File: src/atawc_pkg.sv
package atawc_pkg;

    // ==========================================================
    // timing
    localparam int CLK_MHZ     = 100;
    localparam int T_BSY_NS    = 400;
    // longest time, so the count rounds down
    localparam int BSY_MAX_CYC = (T_BSY_NS * CLK_MHZ) / 1000;

    // ==========================================================
    // register offsets (16-bit words)
    localparam logic [3:0] OFS_DATA   = 4'h0;
    localparam logic [3:0] OFS_FEAT   = 4'h1;
    localparam logic [3:0] OFS_SCNT   = 4'h2;
    localparam logic [3:0] OFS_LBA_LO = 4'h3;
    localparam logic [3:0] OFS_LBA_MD = 4'h4;
    localparam logic [3:0] OFS_LBA_HI = 4'h5;
    localparam logic [3:0] OFS_DEVHD  = 4'h6;
    localparam logic [3:0] OFS_CMD_ST = 4'h7;
    localparam logic [3:0] OFS_ERROR  = 4'h8;
    localparam logic [3:0] OFS_MULT   = 4'h9;
    localparam logic [3:0] OFS_IDMULT = 4'ha;
    localparam logic [3:0] OFS_TAG    = 4'hb;

    // ==========================================================
    // field positions
    localparam int ST_BSY  = 7;
    localparam int ST_DRDY = 6;
    localparam int ST_DRQ  = 3;
    localparam int ST_ERR  = 0;
    localparam int ER_UNC  = 6;
    localparam int ER_ABRT = 2;
    localparam int DH_FUA  = 7;

    // ==========================================================
    // command codes
    localparam logic [7:0] CMD_WR_DMA_FUA = 8'h3d;
    localparam logic [7:0] CMD_WR_FPDMA   = 8'h61;
    localparam logic [7:0] CMD_WR_MULT    = 8'hc5;
    localparam logic [7:0] CMD_SET_MULT   = 8'hc6;

    // ==========================================================
    // counts, limits and zero-count values
    localparam logic [7:0]  SECT_LAST_WORD = 8'hff;
    localparam logic [7:0]  MAX_BLK        = 8'h01;
    localparam logic [16:0] CNT28_ZERO     = 17'h00100;
    localparam logic [16:0] CNT48_ZERO     = 17'h10000;

    typedef enum logic [2:0] {
        S_IDLE, S_DECODE, S_BLK_START, S_XFER,
        S_BLK_WAIT, S_FLUSH, S_FLUSH_WAIT, S_DONE
    } atawc_state_t;

    typedef struct packed {
        atawc_state_t state;
        logic [15:0]  feat;
        logic [15:0]  scnt;
        logic [15:0]  lba_lo;
        logic [15:0]  lba_md;
        logic [15:0]  lba_hi;
        logic [7:0]   devhd;
        logic [7:0]   cmd;
        logic [7:0]   mult;
        logic [4:0]   tag;
        logic         bsy;
        logic         drq;
        logic         err_st;
        logic         abrt;
        logic         unc;
        logic         intrq;
        logic         dmarq;
        logic         fua;
        logic         pio;
        logic         queued;
        logic         med_err;
        logic [16:0]  total;
        logic [16:0]  sent;
        logic [16:0]  acked;
        logic [16:0]  blk_left;
        logic [47:0]  base;
        logic [15:0]  rdata;
        logic         med_wstb;
        logic [15:0]  med_wdata;
        logic         med_sect;
        logic [47:0]  med_lba;
        logic         med_flush;
    } atawc_ctx_t;

    // all zero: idle, not busy, multiple mode off
    localparam atawc_ctx_t CTX_RST = '0;

endpackage

File: src/atawc_sect_if.sv
interface atawc_sect_if;
    logic wstb;
    logic clear;
    logic sect_done;
    modport fill (input wstb, input clear, output sect_done);
    modport ctl  (output wstb, output clear, input sect_done);
endinterface

File: src/atawc_sect_asm.sv
module atawc_sect_asm
    import atawc_pkg::*;
(
    input  wire logic  clk_i,
    input  wire logic  rst_i,
    atawc_sect_if.fill sif
);

    logic [7:0] cnt;
    logic [7:0] next_cnt;

    // ==========================================================
    // word counter, one sector per wrap
    always_comb begin
        next_cnt = cnt;
        if (sif.clear) begin
            next_cnt = 8'h00;
        end else if (sif.wstb) begin
            next_cnt = cnt + 8'h01;
        end
    end

    assign sif.sect_done = sif.wstb && !sif.clear && (cnt == SECT_LAST_WORD);

    always_ff @(posedge clk_i) begin
        if (rst_i) begin
            cnt <= 8'h00;
        end else begin
            cnt <= next_cnt;
        end
    end

endmodule // atawc_sect_asm

File: src/atawc_blk_plan.sv
module atawc_blk_plan
    import atawc_pkg::*;
(
    input  wire logic [16:0] remaining_i,
    input  wire logic [7:0]  blk_size_i,
    output logic      [16:0] blk_len_o
);

    // ==========================================================
    // full block while enough remains, else the remainder
    always_comb begin
        if (remaining_i < {9'h000, blk_size_i}) begin
            blk_len_o = remaining_i;
        end else begin
            blk_len_o = {9'h000, blk_size_i};
        end
    end

endmodule // atawc_blk_plan

File: src/atawc_top.sv
// Behaviour
// - fua dma ext write commits media before status
// - queued dma write moves host data in
// - queued write with fua commits before completion
// - queued write without fua may complete early
// - busy within 400 ns of multiple write
// - multiple write interrupts per block, not sector
// - data request qualifies only each block start
// - multiple write aborted when mode not set
// - sector count holds sectors, not blocks
// - full blocks then one partial remainder block
// - errors posted after the block finishes
// - command ends at the failing sector
// - no further blocks after an error
// - interrupt with each block data request
// - error leaves failing address and residual count
// - only block size one, shown by identify
// - 28-bit count zero means 256 sectors
// - 48-bit dma count 1 to 65536 sectors
module atawc_top
    import atawc_pkg::*;
(
    input  wire logic        CLK_I,
    input  wire logic        RST_I,
    input  wire logic [3:0]  ADDR_I,
    input  wire logic [15:0] WDATA_I,
    input  wire logic        WR_I,
    input  wire logic        RD_I,
    output logic      [15:0] RDATA_O,
    output logic             INTRQ_O,
    output logic             DMARQ_O,
    output logic             MED_WSTB_O,
    output logic      [15:0] MED_WDATA_O,
    output logic             MED_SECT_O,
    output logic      [47:0] MED_LBA_O,
    output logic             MED_FLUSH_O,
    input  wire logic        MED_DONE_I,
    input  wire logic        MED_ERR_I
);

    atawc_ctx_t  r;
    atawc_ctx_t  next_r;
    logic [15:0] status_w;
    logic [15:0] error_w;
    logic [47:0] lba48;
    logic [47:0] lba28;
    logic [47:0] done_addr;
    logic [16:0] residual;
    logic [16:0] remaining;
    logic [16:0] blk_len;
    logic        tf_open;
    logic        cmd_wr;
    logic        data_wr;

    atawc_sect_if sif ();

    // ==========================================================
    // helpers
    assign lba48 = {r.lba_hi[15:8], r.lba_md[15:8], r.lba_lo[15:8],
                    r.lba_hi[7:0], r.lba_md[7:0], r.lba_lo[7:0]};
    // host provides lba mode and bits 27-24 in the low nibble
    assign lba28 = {20'h00000, r.devhd[3:0], r.lba_hi[7:0],
                    r.lba_md[7:0], r.lba_lo[7:0]};
    assign done_addr = r.base + (r.med_err ? {31'h0, r.acked}
                                           : ({31'h0, r.total} - 48'h1));
    assign residual  = r.total - r.acked;
    assign remaining = r.total - r.sent;
    // taskfile frozen while busy or mid data phase
    assign tf_open = !r.bsy && !r.drq;
    assign cmd_wr  = WR_I && ADDR_I == OFS_CMD_ST && r.state == S_IDLE;
    assign data_wr = WR_I && ADDR_I == OFS_DATA && r.state == S_XFER;

    assign sif.wstb  = data_wr;
    assign sif.clear = r.state == S_DECODE;

    atawc_sect_asm u_sect (
        .clk_i (CLK_I),
        .rst_i (RST_I),
        .sif   (sif)
    );

    atawc_blk_plan u_plan (
        .remaining_i (remaining),
        .blk_size_i  (r.mult),
        .blk_len_o   (blk_len)
    );

    always_comb begin
        status_w          = 16'h0000;
        status_w[ST_BSY]  = r.bsy;
        status_w[ST_DRDY] = !r.bsy;
        status_w[ST_DRQ]  = r.drq;
        status_w[ST_ERR]  = r.err_st;
        error_w           = 16'h0000;
        error_w[ER_UNC]   = r.unc;
        error_w[ER_ABRT]  = r.abrt;
    end

    // ==========================================================
    // register port and command sequencer
    always_comb begin
        next_r           = r;
        next_r.med_wstb  = data_wr;
        next_r.med_wdata = WDATA_I;
        next_r.med_sect  = 1'b0;
        next_r.med_flush = 1'b0;
        next_r.rdata     = 16'h0000;

        if (RD_I) begin
            unique case (ADDR_I)
                OFS_FEAT:   next_r.rdata = r.feat;
                OFS_SCNT:   next_r.rdata = r.scnt;
                OFS_LBA_LO: next_r.rdata = r.lba_lo;
                OFS_LBA_MD: next_r.rdata = r.lba_md;
                OFS_LBA_HI: next_r.rdata = r.lba_hi;
                OFS_DEVHD:  next_r.rdata = {8'h00, r.devhd};
                OFS_CMD_ST: begin
                    next_r.rdata = status_w;
                    next_r.intrq = 1'b0;
                end
                OFS_ERROR:  next_r.rdata = error_w;
                OFS_MULT:   next_r.rdata = {8'h00, r.mult};
                OFS_IDMULT: next_r.rdata = {8'h00, MAX_BLK};
                OFS_TAG:    next_r.rdata = {11'h000, r.tag};
                default:    next_r.rdata = 16'h0000;
            endcase
        end

        if (WR_I && tf_open) begin
            unique case (ADDR_I)
                OFS_FEAT:   next_r.feat   = WDATA_I;
                OFS_SCNT:   next_r.scnt   = WDATA_I;
                OFS_LBA_LO: next_r.lba_lo = WDATA_I;
                OFS_LBA_MD: next_r.lba_md = WDATA_I;
                OFS_LBA_HI: next_r.lba_hi = WDATA_I;
                OFS_DEVHD:  next_r.devhd  = WDATA_I[7:0];
                default:    ;
            endcase
        end

        // media results come back in sector order
        if (MED_DONE_I && r.acked != r.sent && !r.med_err) begin
            if (MED_ERR_I) begin
                next_r.med_err = 1'b1;
            end else begin
                next_r.acked = r.acked + 17'h1;
            end
        end

        unique case (r.state)
            S_IDLE: begin
                if (cmd_wr) begin
                    next_r.cmd    = WDATA_I[7:0];
                    next_r.bsy    = 1'b1;
                    next_r.drq    = 1'b0;
                    next_r.intrq  = 1'b0;
                    next_r.abrt   = 1'b0;
                    next_r.unc    = 1'b0;
                    next_r.err_st = 1'b0;
                    next_r.state  = S_DECODE;
                end
            end
            S_DECODE: begin
                next_r.total   = 17'h0;
                next_r.sent    = 17'h0;
                next_r.acked   = 17'h0;
                next_r.med_err = 1'b0;
                next_r.fua     = 1'b0;
                next_r.pio     = 1'b0;
                next_r.queued  = 1'b0;
                next_r.state   = S_DONE;
                unique case (r.cmd)
                    CMD_SET_MULT: begin
                        if (r.scnt[7:0] <= MAX_BLK) begin
                            next_r.mult = r.scnt[7:0];
                        end else begin
                            next_r.abrt = 1'b1;
                        end
                    end
                    CMD_WR_MULT: begin
                        if (r.mult == 8'h00) begin
                            next_r.abrt = 1'b1;
                        end else begin
                            // count is sectors, zero means 256
                            next_r.total = (r.scnt[7:0] == 8'h00) ?
                                CNT28_ZERO : {9'h000, r.scnt[7:0]};
                            next_r.base  = lba28;
                            next_r.pio   = 1'b1;
                            next_r.state = S_BLK_START;
                        end
                    end
                    CMD_WR_DMA_FUA: begin
                        next_r.total = (r.scnt == 16'h0000) ?
                            CNT48_ZERO : {1'b0, r.scnt};
                        next_r.base  = lba48;
                        next_r.fua   = 1'b1;
                        next_r.dmarq = 1'b1;
                        next_r.state = S_XFER;
                    end
                    CMD_WR_FPDMA: begin
                        next_r.total  = (r.feat == 16'h0000) ?
                            CNT48_ZERO : {1'b0, r.feat};
                        next_r.base   = lba48;
                        next_r.fua    = r.devhd[DH_FUA];
                        next_r.queued = 1'b1;
                        next_r.tag    = r.scnt[7:3];
                        next_r.dmarq  = 1'b1;
                        next_r.state  = S_XFER;
                    end
                    default: next_r.abrt = 1'b1;
                endcase
            end
            S_BLK_START: begin
                // full blocks first, then the remainder
                next_r.blk_left = blk_len;
                next_r.drq      = 1'b1;
                next_r.bsy      = 1'b0;
                next_r.intrq    = 1'b1;
                next_r.state    = S_XFER;
            end
            S_XFER: begin
                if (sif.sect_done) begin
                    next_r.sent     = r.sent + 17'h1;
                    next_r.med_sect = 1'b1;
                    next_r.med_lba  = r.base + {31'h0, r.sent};
                end
                if (r.pio) begin
                    // no per-sector handshake inside a block
                    if (sif.sect_done) begin
                        next_r.blk_left = r.blk_left - 17'h1;
                        if (r.blk_left == 17'h1) begin
                            next_r.drq   = 1'b0;
                            next_r.bsy   = 1'b1;
                            next_r.state = S_BLK_WAIT;
                        end
                    end
                end else if (r.med_err ||
                    (sif.sect_done && r.sent + 17'h1 == r.total)) begin
                    next_r.dmarq = 1'b0;
                    next_r.state = S_BLK_WAIT;
                end
            end
            S_BLK_WAIT: begin
                if (r.med_err) begin
                    next_r.state = S_DONE;
                end else if (r.acked == r.sent || (r.queued && !r.fua)) begin
                    // without fua the queued write may finish early
                    if (r.pio && r.sent != r.total) begin
                        next_r.state = S_BLK_START;
                    end else if (r.fua) begin
                        next_r.state = S_FLUSH;
                    end else begin
                        next_r.state = S_DONE;
                    end
                end
            end
            S_FLUSH: begin
                next_r.med_flush = 1'b1;
                next_r.state     = S_FLUSH_WAIT;
            end
            S_FLUSH_WAIT: begin
                if (MED_DONE_I) begin
                    next_r.unc   = MED_ERR_I;
                    next_r.state = S_DONE;
                end
            end
            S_DONE: begin
                next_r.bsy    = 1'b0;
                next_r.drq    = 1'b0;
                next_r.dmarq  = 1'b0;
                next_r.intrq  = 1'b1;
                next_r.unc    = r.unc | r.med_err;
                next_r.err_st = r.abrt | r.unc | r.med_err;
                if (r.total != 17'h0) begin
                    // failing sector (last sector if none failed) and what is still owed
                    next_r.lba_lo = {done_addr[31:24], done_addr[7:0]};
                    next_r.lba_md = {done_addr[39:32], done_addr[15:8]};
                    next_r.lba_hi = {done_addr[47:40], done_addr[23:16]};
                    next_r.scnt   = r.med_err ? residual[15:0]
                                              : 16'h0000;
                    if (r.pio) begin
                        next_r.devhd[3:0] = done_addr[27:24];
                    end
                end
                next_r.state = S_IDLE;
            end
        endcase
    end

    always_ff @(posedge CLK_I) begin
        if (RST_I) begin
            r <= CTX_RST;
        end else begin
            r <= next_r;
        end
    end

    assign RDATA_O     = r.rdata;
    assign INTRQ_O     = r.intrq;
    assign DMARQ_O     = r.dmarq;
    assign MED_WSTB_O  = r.med_wstb;
    assign MED_WDATA_O = r.med_wdata;
    assign MED_SECT_O  = r.med_sect;
    assign MED_LBA_O   = r.med_lba;
    assign MED_FLUSH_O = r.med_flush;

    // ==========================================================
    // checks
    localparam int BSY_WIN = BSY_MAX_CYC;

    logic flushed;

    always_ff @(posedge CLK_I) begin
        if (RST_I || r.state == S_DECODE) begin
            flushed <= 1'b0;
        end else if (r.state == S_FLUSH_WAIT && MED_DONE_I) begin
            flushed <= 1'b1;
        end
    end
endmodule // atawc_top

File: config.mk
export PLATFORM = sky130hd
export DESIGN_NAME = atawc_top
export DESIGN_NICKNAME = d
export VERILOG_FILES = /design/src/atawc_pkg.sv /design/src/atawc_sect_if.sv /design/src/atawc_sect_asm.sv /design/src/atawc_blk_plan.sv /design/src/atawc_top.sv
export SDC_FILE = /design/constraint.sdc
export NUM_CORES = 1
export LEC_CHECK = 0
export BUFFER_PORTS_ARGS = -buffer_cell sky130_fd_sc_hd__buf_2
export CORE_ASPECT_RATIO = 1.25
export CORE_MARGIN = 4
export CORE_UTILIZATION = 40
export CTS_CLUSTER_DIAMETER = 40
export DETAILED_ROUTE_END_ITERATION = 6
export PLACE_DENSITY = 0.66
export SLEW_MARGIN = 10
export SYNTH_ARGS = -nofsm -noshare
export SYNTH_HDL_FRONTEND = slang
export SYNTH_SLANG_ARGS = --single-unit
File: constraint.sdc
create_clock -name CLK_I -period 7.2 [get_ports CLK_I]
set_clock_uncertainty 0.2 [all_clocks]
set_input_delay 1.44 -clock CLK_I [delete_from_list [all_inputs] [get_ports CLK_I]]
set_output_delay 1.44 -clock CLK_I [all_outputs]
set_load 0.01 [all_outputs]
## Yosys cells after proc, flatten, opt, wreduce, memory -nomap -nowiden

Index checks and enable logic that the tools add are counted.

- $lt $le $gt $ge: 2
- Reduce and logical (&&, ||, !) cells: 57
- Equal/unequal tests: 44
- Bitwise operators: 6
- Multiplexer cells: 64
- $add $sub $neg: 9

Operators with widths:

| kind | count |
|---|---|
| case mux 16 bit (11 select lines) | 1 |
| two-way mux 64 bit | 2 |
| two-way mux 17 bit | 6 |
| two-way mux 48 bit | 2 |
| case mux 48 bit (2 select lines) | 1 |
| two-way mux 16 bit | 5 |
| two-way mux 72 bit | 1 |
| case mux 17 bit (2 select lines) | 2 |
| case mux 17 bit (3 select lines) | 1 |
| two-way mux 49 bit | 1 |
| adder 48 x 17 -> 48 bit | 1 |
| adder 48 bit | 1 |
| adder 17 x 1 -> 17 bit, second input constant | 2 |
| equality test 17 bit | 2 |
| != test 17 bit | 2 |
| zero test 16 bit | 2 |
| two-way mux 3 bit | 10 |
| equality test 8 bit, second input constant | 3 |
| case mux 3 bit (8 select lines) | 1 |
| two-way mux 9 bit | 2 |
| AND reduction 2 bit | 9 |
| subtractor 17 x 1 -> 18 bit, second input constant | 1 |
| equality test 17 x 1 -> 1 bit, second input constant | 1 |
| less-than comparator 17 x 8 -> 1 bit | 1 |
| 45 further kinds | 122 |

- Flip-flop bits (word level): 330
- Output and inout port bits: 85
- Logic and storage cells: 216
- Input port bits: 26

## Logic depth before layout (Yosys ltp)

- Word-level depth: 10
- Mapped depth: 19
- Mapped depth without buffers: 18

## By module

From an unflattened synthesis, not the netlist that was laid out.

- Cell total of the unflattened synthesis: 2762
- Area total of the unflattened synthesis: 21241.6 um^2

Modules (own cells, without submodules):

| module | area each (um^2) | sequential area each (um^2) | instances | cells an instance |
|---|---|---|---|---|
| atawc_top | 20468.4 | 6446.2 | 1 | 2678 |
| atawc_blk_plan | 409.1 | 0.0 | 1 | 44 |
| atawc_sect_asm | 364.1 | 160.2 | 1 | 40 |

## Least setup slack after synthesis

No wires, ideal clock.

- Path kind: register -> register
- From: reg r[188] in the netlist's numbering
- To: reg r (netlist bit lba48[44])
- Clock period less this slack: 6.746 ns
- Arrival: 6.455 ns
- Data required time: 6.909 ns
- Setup slack: 0.454 ns
- Library setup time: 0.091 ns
- Stages on the path, launching flop included: 17
- Buffers on the path: 1
- Cell sequence: dfxtp_1 -> clkbuf_1 -> or4_1 -> nor3_1 -> nand2_1 -> nor4_1 -> ha_1 -> a21o_1 -> a21o_1 -> a21oi_1 -> o2111a_1 -> a31o_2 -> a32oi_1 -> a311oi_1 -> xnor2_1 -> nor2_1 -> a311oi_1

- Cells in the longest elaborated chain, start to end: 5
- Elaborated cells between the ends (all ways): 6
- Those cells by class: 2 x add/sub; 3 x mux; 1 x reduce/logical

Ends and longest elaborated chain:

| element | line | RTL |
|---|---|---|
| start: declaration | atawc_top.sv:41 | `atawc_ctx_t r;` |
| start signal: assignment | atawc_top.sv:294 | `r <= next_r;` |
| subtractor 17 x 1 -> 18 bit | atawc_top.sv:65 | `: ({31'h0, r.total} - 48'h1));` |
| two-way mux 48 bit | atawc_top.sv:64 | `assign done_addr = r.base + (r.med_err ? {31'h0, r.acked}` |
| adder 48 bit | atawc_top.sv:64 |  |
| two-way mux 64 bit (*) | atawc_top.sv:274 | `if (r.total != 17'h0) begin` |
| two-way mux 64 bit (*) | atawc_top.sv:150 | `unique case (r.state)` |

Every way passes the cells marked *; elsewhere a longest branch is shown, timed or not.
A chain may end at the register's enable or synchronous reset.

## Worst setup path in the final report

- From: reg r[169] in the netlist's numbering
- To: reg r[137] in the netlist's numbering

- Cells in the longest elaborated chain, start to end: 4

Ends and longest elaborated chain:

| element | line | RTL |
|---|---|---|
| subtractor 17 bit (*) | atawc_top.sv:67 | `assign remaining = r.total - r.sent;` |
| less-than comparator 17 x 8 -> 1 bit | atawc_blk_plan.sv:12 | `if (remaining_i < {9'h000, blk_size_i}) begin` |
| two-way mux 17 bit (*) | atawc_blk_plan.sv:12 |  |
| case mux 17 bit (2 select lines) (*) | atawc_top.sv:150 |  |

Marked as above.

==> impl_metrics.csv <==
group,metric,value,unit
drt,viasPerCell,6.03,
placed_design,io_buffers,110,
clock_tree,cts_buffers,51,
setup_path,reg2reg_depth,17,
floorplanning,rows,93,
yosys,ys_async_sr_fraction,0,%
yosys,postSynthAreaPerCell,7.68,um^2
sta,worstMarginPinSlew,1.19,ns
yosys,syn_area,20900,um^2
setup_path,r2r-end,"r[137]$_SDFFE_PP0P_",
clock_tree,clkLatencyLatePin,0.61,ns
global_routing,grt_pass1_wl,116000,um
floorplanning,ios,111,
hold_path,worstHoldPathType,"reg -> reg",
power_and_ir_drop,power_density,223,nW/um^2
yosys,synth_edf_count,0,
sta,final_max_slew_viol_count,0,
yosys,syn_nets,2864,
setup_path,cp-startpoint,"r[169]$_SDFFE_PP0P_",
setup_path,required,7.42,ns
outcome,violations,"design-rule violations",
sta,tns,0,ns
layout,drive_above_1_share,9.50,%
clock_tree,clk_path_buf_depth,3,
global_routing,grt_overflow,0,
sta,finalSetupViolCount,0,
power_and_ir_drop,finalPower,5150,uW
global_routing,grtUsageTotal,26.4,%
clock_tree,cts_tree,"done",
floorplanning,core_area,51700,um^2
setup_path,startpoint_type,"register",
setup_path,crit_type,"reg -> reg",
global_routing,antenna_found_initial,1,
layout,num-fill-cells,5221,
drt,drt_iter0_drc,1958,
yosys,synth_seq_area_share,31.6,%
clock_tree,root_buffer,"clkbuf_16",
global_routing,grt_max_degree,82,
setup_path,crit_fanout,8,
layout,final_net_count,2805,
global_routing,grt_pass1_vias,19410,
placed_design,gp_congestion,0.983,
placed_design,post_dp_cell_area,21300,um^2
yosys,synth_ff_type,"dfxtp_1",
clock_tree,clkTransAtPathRegs,0.06,ns
setup_path,crit_path_max_incr_delay,0.47,ns
drt,dr.pass1.iters,7,
layout,stdcell_area,23100,um^2
sta,rsz0062_at_grt,"false",
drt,wl,77000,um
power_and_ir_drop,ir_worst_vdd,0.160,mV
drt,vias,20319,
clock_tree,post_cts_buffers,0,
yosys,ys_types,73,
layout,antennaDiodeCount,0,
yosys,synthTopCellsByCount,"350 x nand2_1, 330 x dfxtp_1, 239 x nor2_1",
floorplanning,fp.dieW,212,um
clock_tree,clock_sinks,330,
clock_tree,cts.htree.levels,2,
yosys,synth_cells,2723,
yosys,synthTopCellsByArea,"dfxtp_1 32%, ha_1 6.6%, nand2_1 6.3%, a21oi_1 5.7%, xnor2_1 4.5%",
sta,fin_crit_sh,75.4,%
drt,ant_nets,0,
clock_tree,ctsHoldBuffers,0,
hold_path,worstHoldPathCells,2,
setup_path,r2r_setup_slack,1.77,ns
clock_tree,cts_resized,0,
yosys,yosys.area.top_type,"dfxtp_1",
floorplanning,die_area,56000,um^2
placed_design,dp_hpwl,57600,um
floorplanning,initial_core_util,40.5,%
setup_path,cpMaxStageDelayCell,"dfxtp_1",
yosys,synth.most_common_cell,"nand2_1",
floorplanning,die_h,264,um
setup_path,crit_path_end_kind,"register",
drt,avgRoutedWirePerCell,22.9,um
sta,fmax,184,MHz
setup_path,worstPathArrival,5.65,ns
setup_path,r2r-start,"r[169]$_SDFFE_PP0P_",
run,cap_violations,0,
yosys,yosysWarnings,0,
outcome,outcome,"finished with violations",
yosys,ys_seq_elements,330,
sta,period_needed,5.43,ns
setup_path,cp_cell_sequence,"inv_1 > ha_1 > a21o_1 > o21a_1 > or3_1 > a21oi_1 > xnor2_1 > ha_1 > a2111oi_0 > nand4_1 > nor4b_1 > nand4_1 > a2111oi_2 > o2111ai_4 > mux2_2 > a21oi_2 > a211oi_1",
drt,drcViolationCount,14,
yosys,synth_top_area_share,31.6,%
sta,finalHoldViolations,0,
sta,max-slew-margin-rel,20.6,%
hold_path,holdCritStartpoint,"MED_LBA_O[3]$_SDFFE_PP0P_",
layout,syn2layout_area_growth,10.5,%
sta,timing.hold.ws,0.247,ns
setup_path,crit_end,"r[137]$_SDFFE_PP0P_",
power_and_ir_drop,p_leak,0.00872,uW
-- worst min path at each step --
stage / endpoint / slack, ns
final: MED_LBA_O[3]$_SDFFE_PP0P_ / 0.25
after global routing: r[213]$_SDFFE_PP0P_ / 0.27
after CTS: MED_LBA_O[3]$_SDFFE_PP0P_ / 0.25
after detailed placement: MED_LBA_O[3]$_SDFFE_PP0P_ / 0.24
after global placement: MED_LBA_O[3]$_SDFFE_PP0P_ / 0.24
after floorplan: MED_LBA_O[0]$_SDFFE_PP0P_ / 0.23
-- final cells by class --
| class | instances | area [um^2] | area share, % |
|---|---|---|---|
| Clock buffer | 55 | 1330 | 5.77 |
| Inverter | 88 | 330 | 1.43 |
| Timing Repair Buffer | 132 | 724 | 3.13 |
| Clock inverter | 39 | 484 | 2.10 |
| Multi-Input combinational cell | 2061 | 12800 | 55.4 |
| Tap cell | 665 | 832 | 3.60 |
| Sequential cell | 330 | 6610 | 28.6 |
-- logic make-up after synthesis --
logic type	after synthesis	share of synthesized area [%]
multiplexers	44	2.15
flip-flops	330	31.6
XOR/XNOR	176	7.37
AO/OA/AOI/OAI	743	22.7
AND/OR/NAND/NOR	983	21.7
buffers and inverters	332	7.42
adder cells (fa/ha/maj)	115	7.03
-- critical path: cells and delay by family, from the launching register on --
| kind | cells | cell delay, ns |
|---|---|---|
| compound gates | 8 | 1.94 |
| simple gates | 4 | 1.10 |
| fa+ha+maj | 2 | 0.75 |
| mux | 1 | 0.39 |
| buf+inv | 1 | 0.20 |
| xor+xnor | 1 | 0.20 |
| flops | 1 | 0.47 |
-- sequential cells by signal, indices dropped and copies added, names as in the netlist --
name,count
lba28,28
MED_SECT_O,1
RDATA_O,16
MED_FLUSH_O,1
MED_LBA_O,48
u_sect.cnt,8
error_w,2
DMARQ_O,1
MED_WSTB_O,1
INTRQ_O,1
r,183
lba48,24
MED_WDATA_O,16
-- metal layers --
metal / GRT usage (%) / vias to the layer above / part of all wire, %
met5: 0 / - / 0
met2: 44.3 / 887 / 48
met4: 18.3 / 0 / 8.3
li1: - / 9534 / -
met1: 30.2 / 9604 / 37
met3: 4.49 / 294 / 6.5
-- cells in the final DEF, fill, tap and decap left out, types with 45 or more instances in the layout --
| cell type | instances |
|---|---|
| nor2_1 | 237 |
| xnor2_1 | 107 |
| a211oi_1 | 45 |
| buf_2 | 109 |
| a21oi_1 | 236 |
| nand2_1 | 350 |
| xor2_1 | 69 |
| dfxtp_1 | 329 |
| clkbuf_16 | 52 |
| a31oi_1 | 46 |
| ha_1 | 111 |
| nor3_1 | 61 |
| o21ai_0 | 138 |
| nand3_1 | 101 |
| a21o_1 | 45 |
| a22oi_1 | 67 |
| inv_1 | 88 |
-- power breakdown --
part	leakage (uW)	internal, uW	switching (uW)
Combinational	0.00518	157	386
Clock	0.000882	1620	1030
Sequential	0.00267	1880	83.7
-- metrics by stage --
step                worst slack, ns  std cells  util, %
finish                         1.77       3370     44.7
detailed placement             1.87       3276     41.2
CTS                            1.85       3370     44.7
global route                   1.43       3370     44.7
floorplan                     0.454       2723        -
global placement               2.00       3276     41.2
Power figures use the tool's default switching activity.
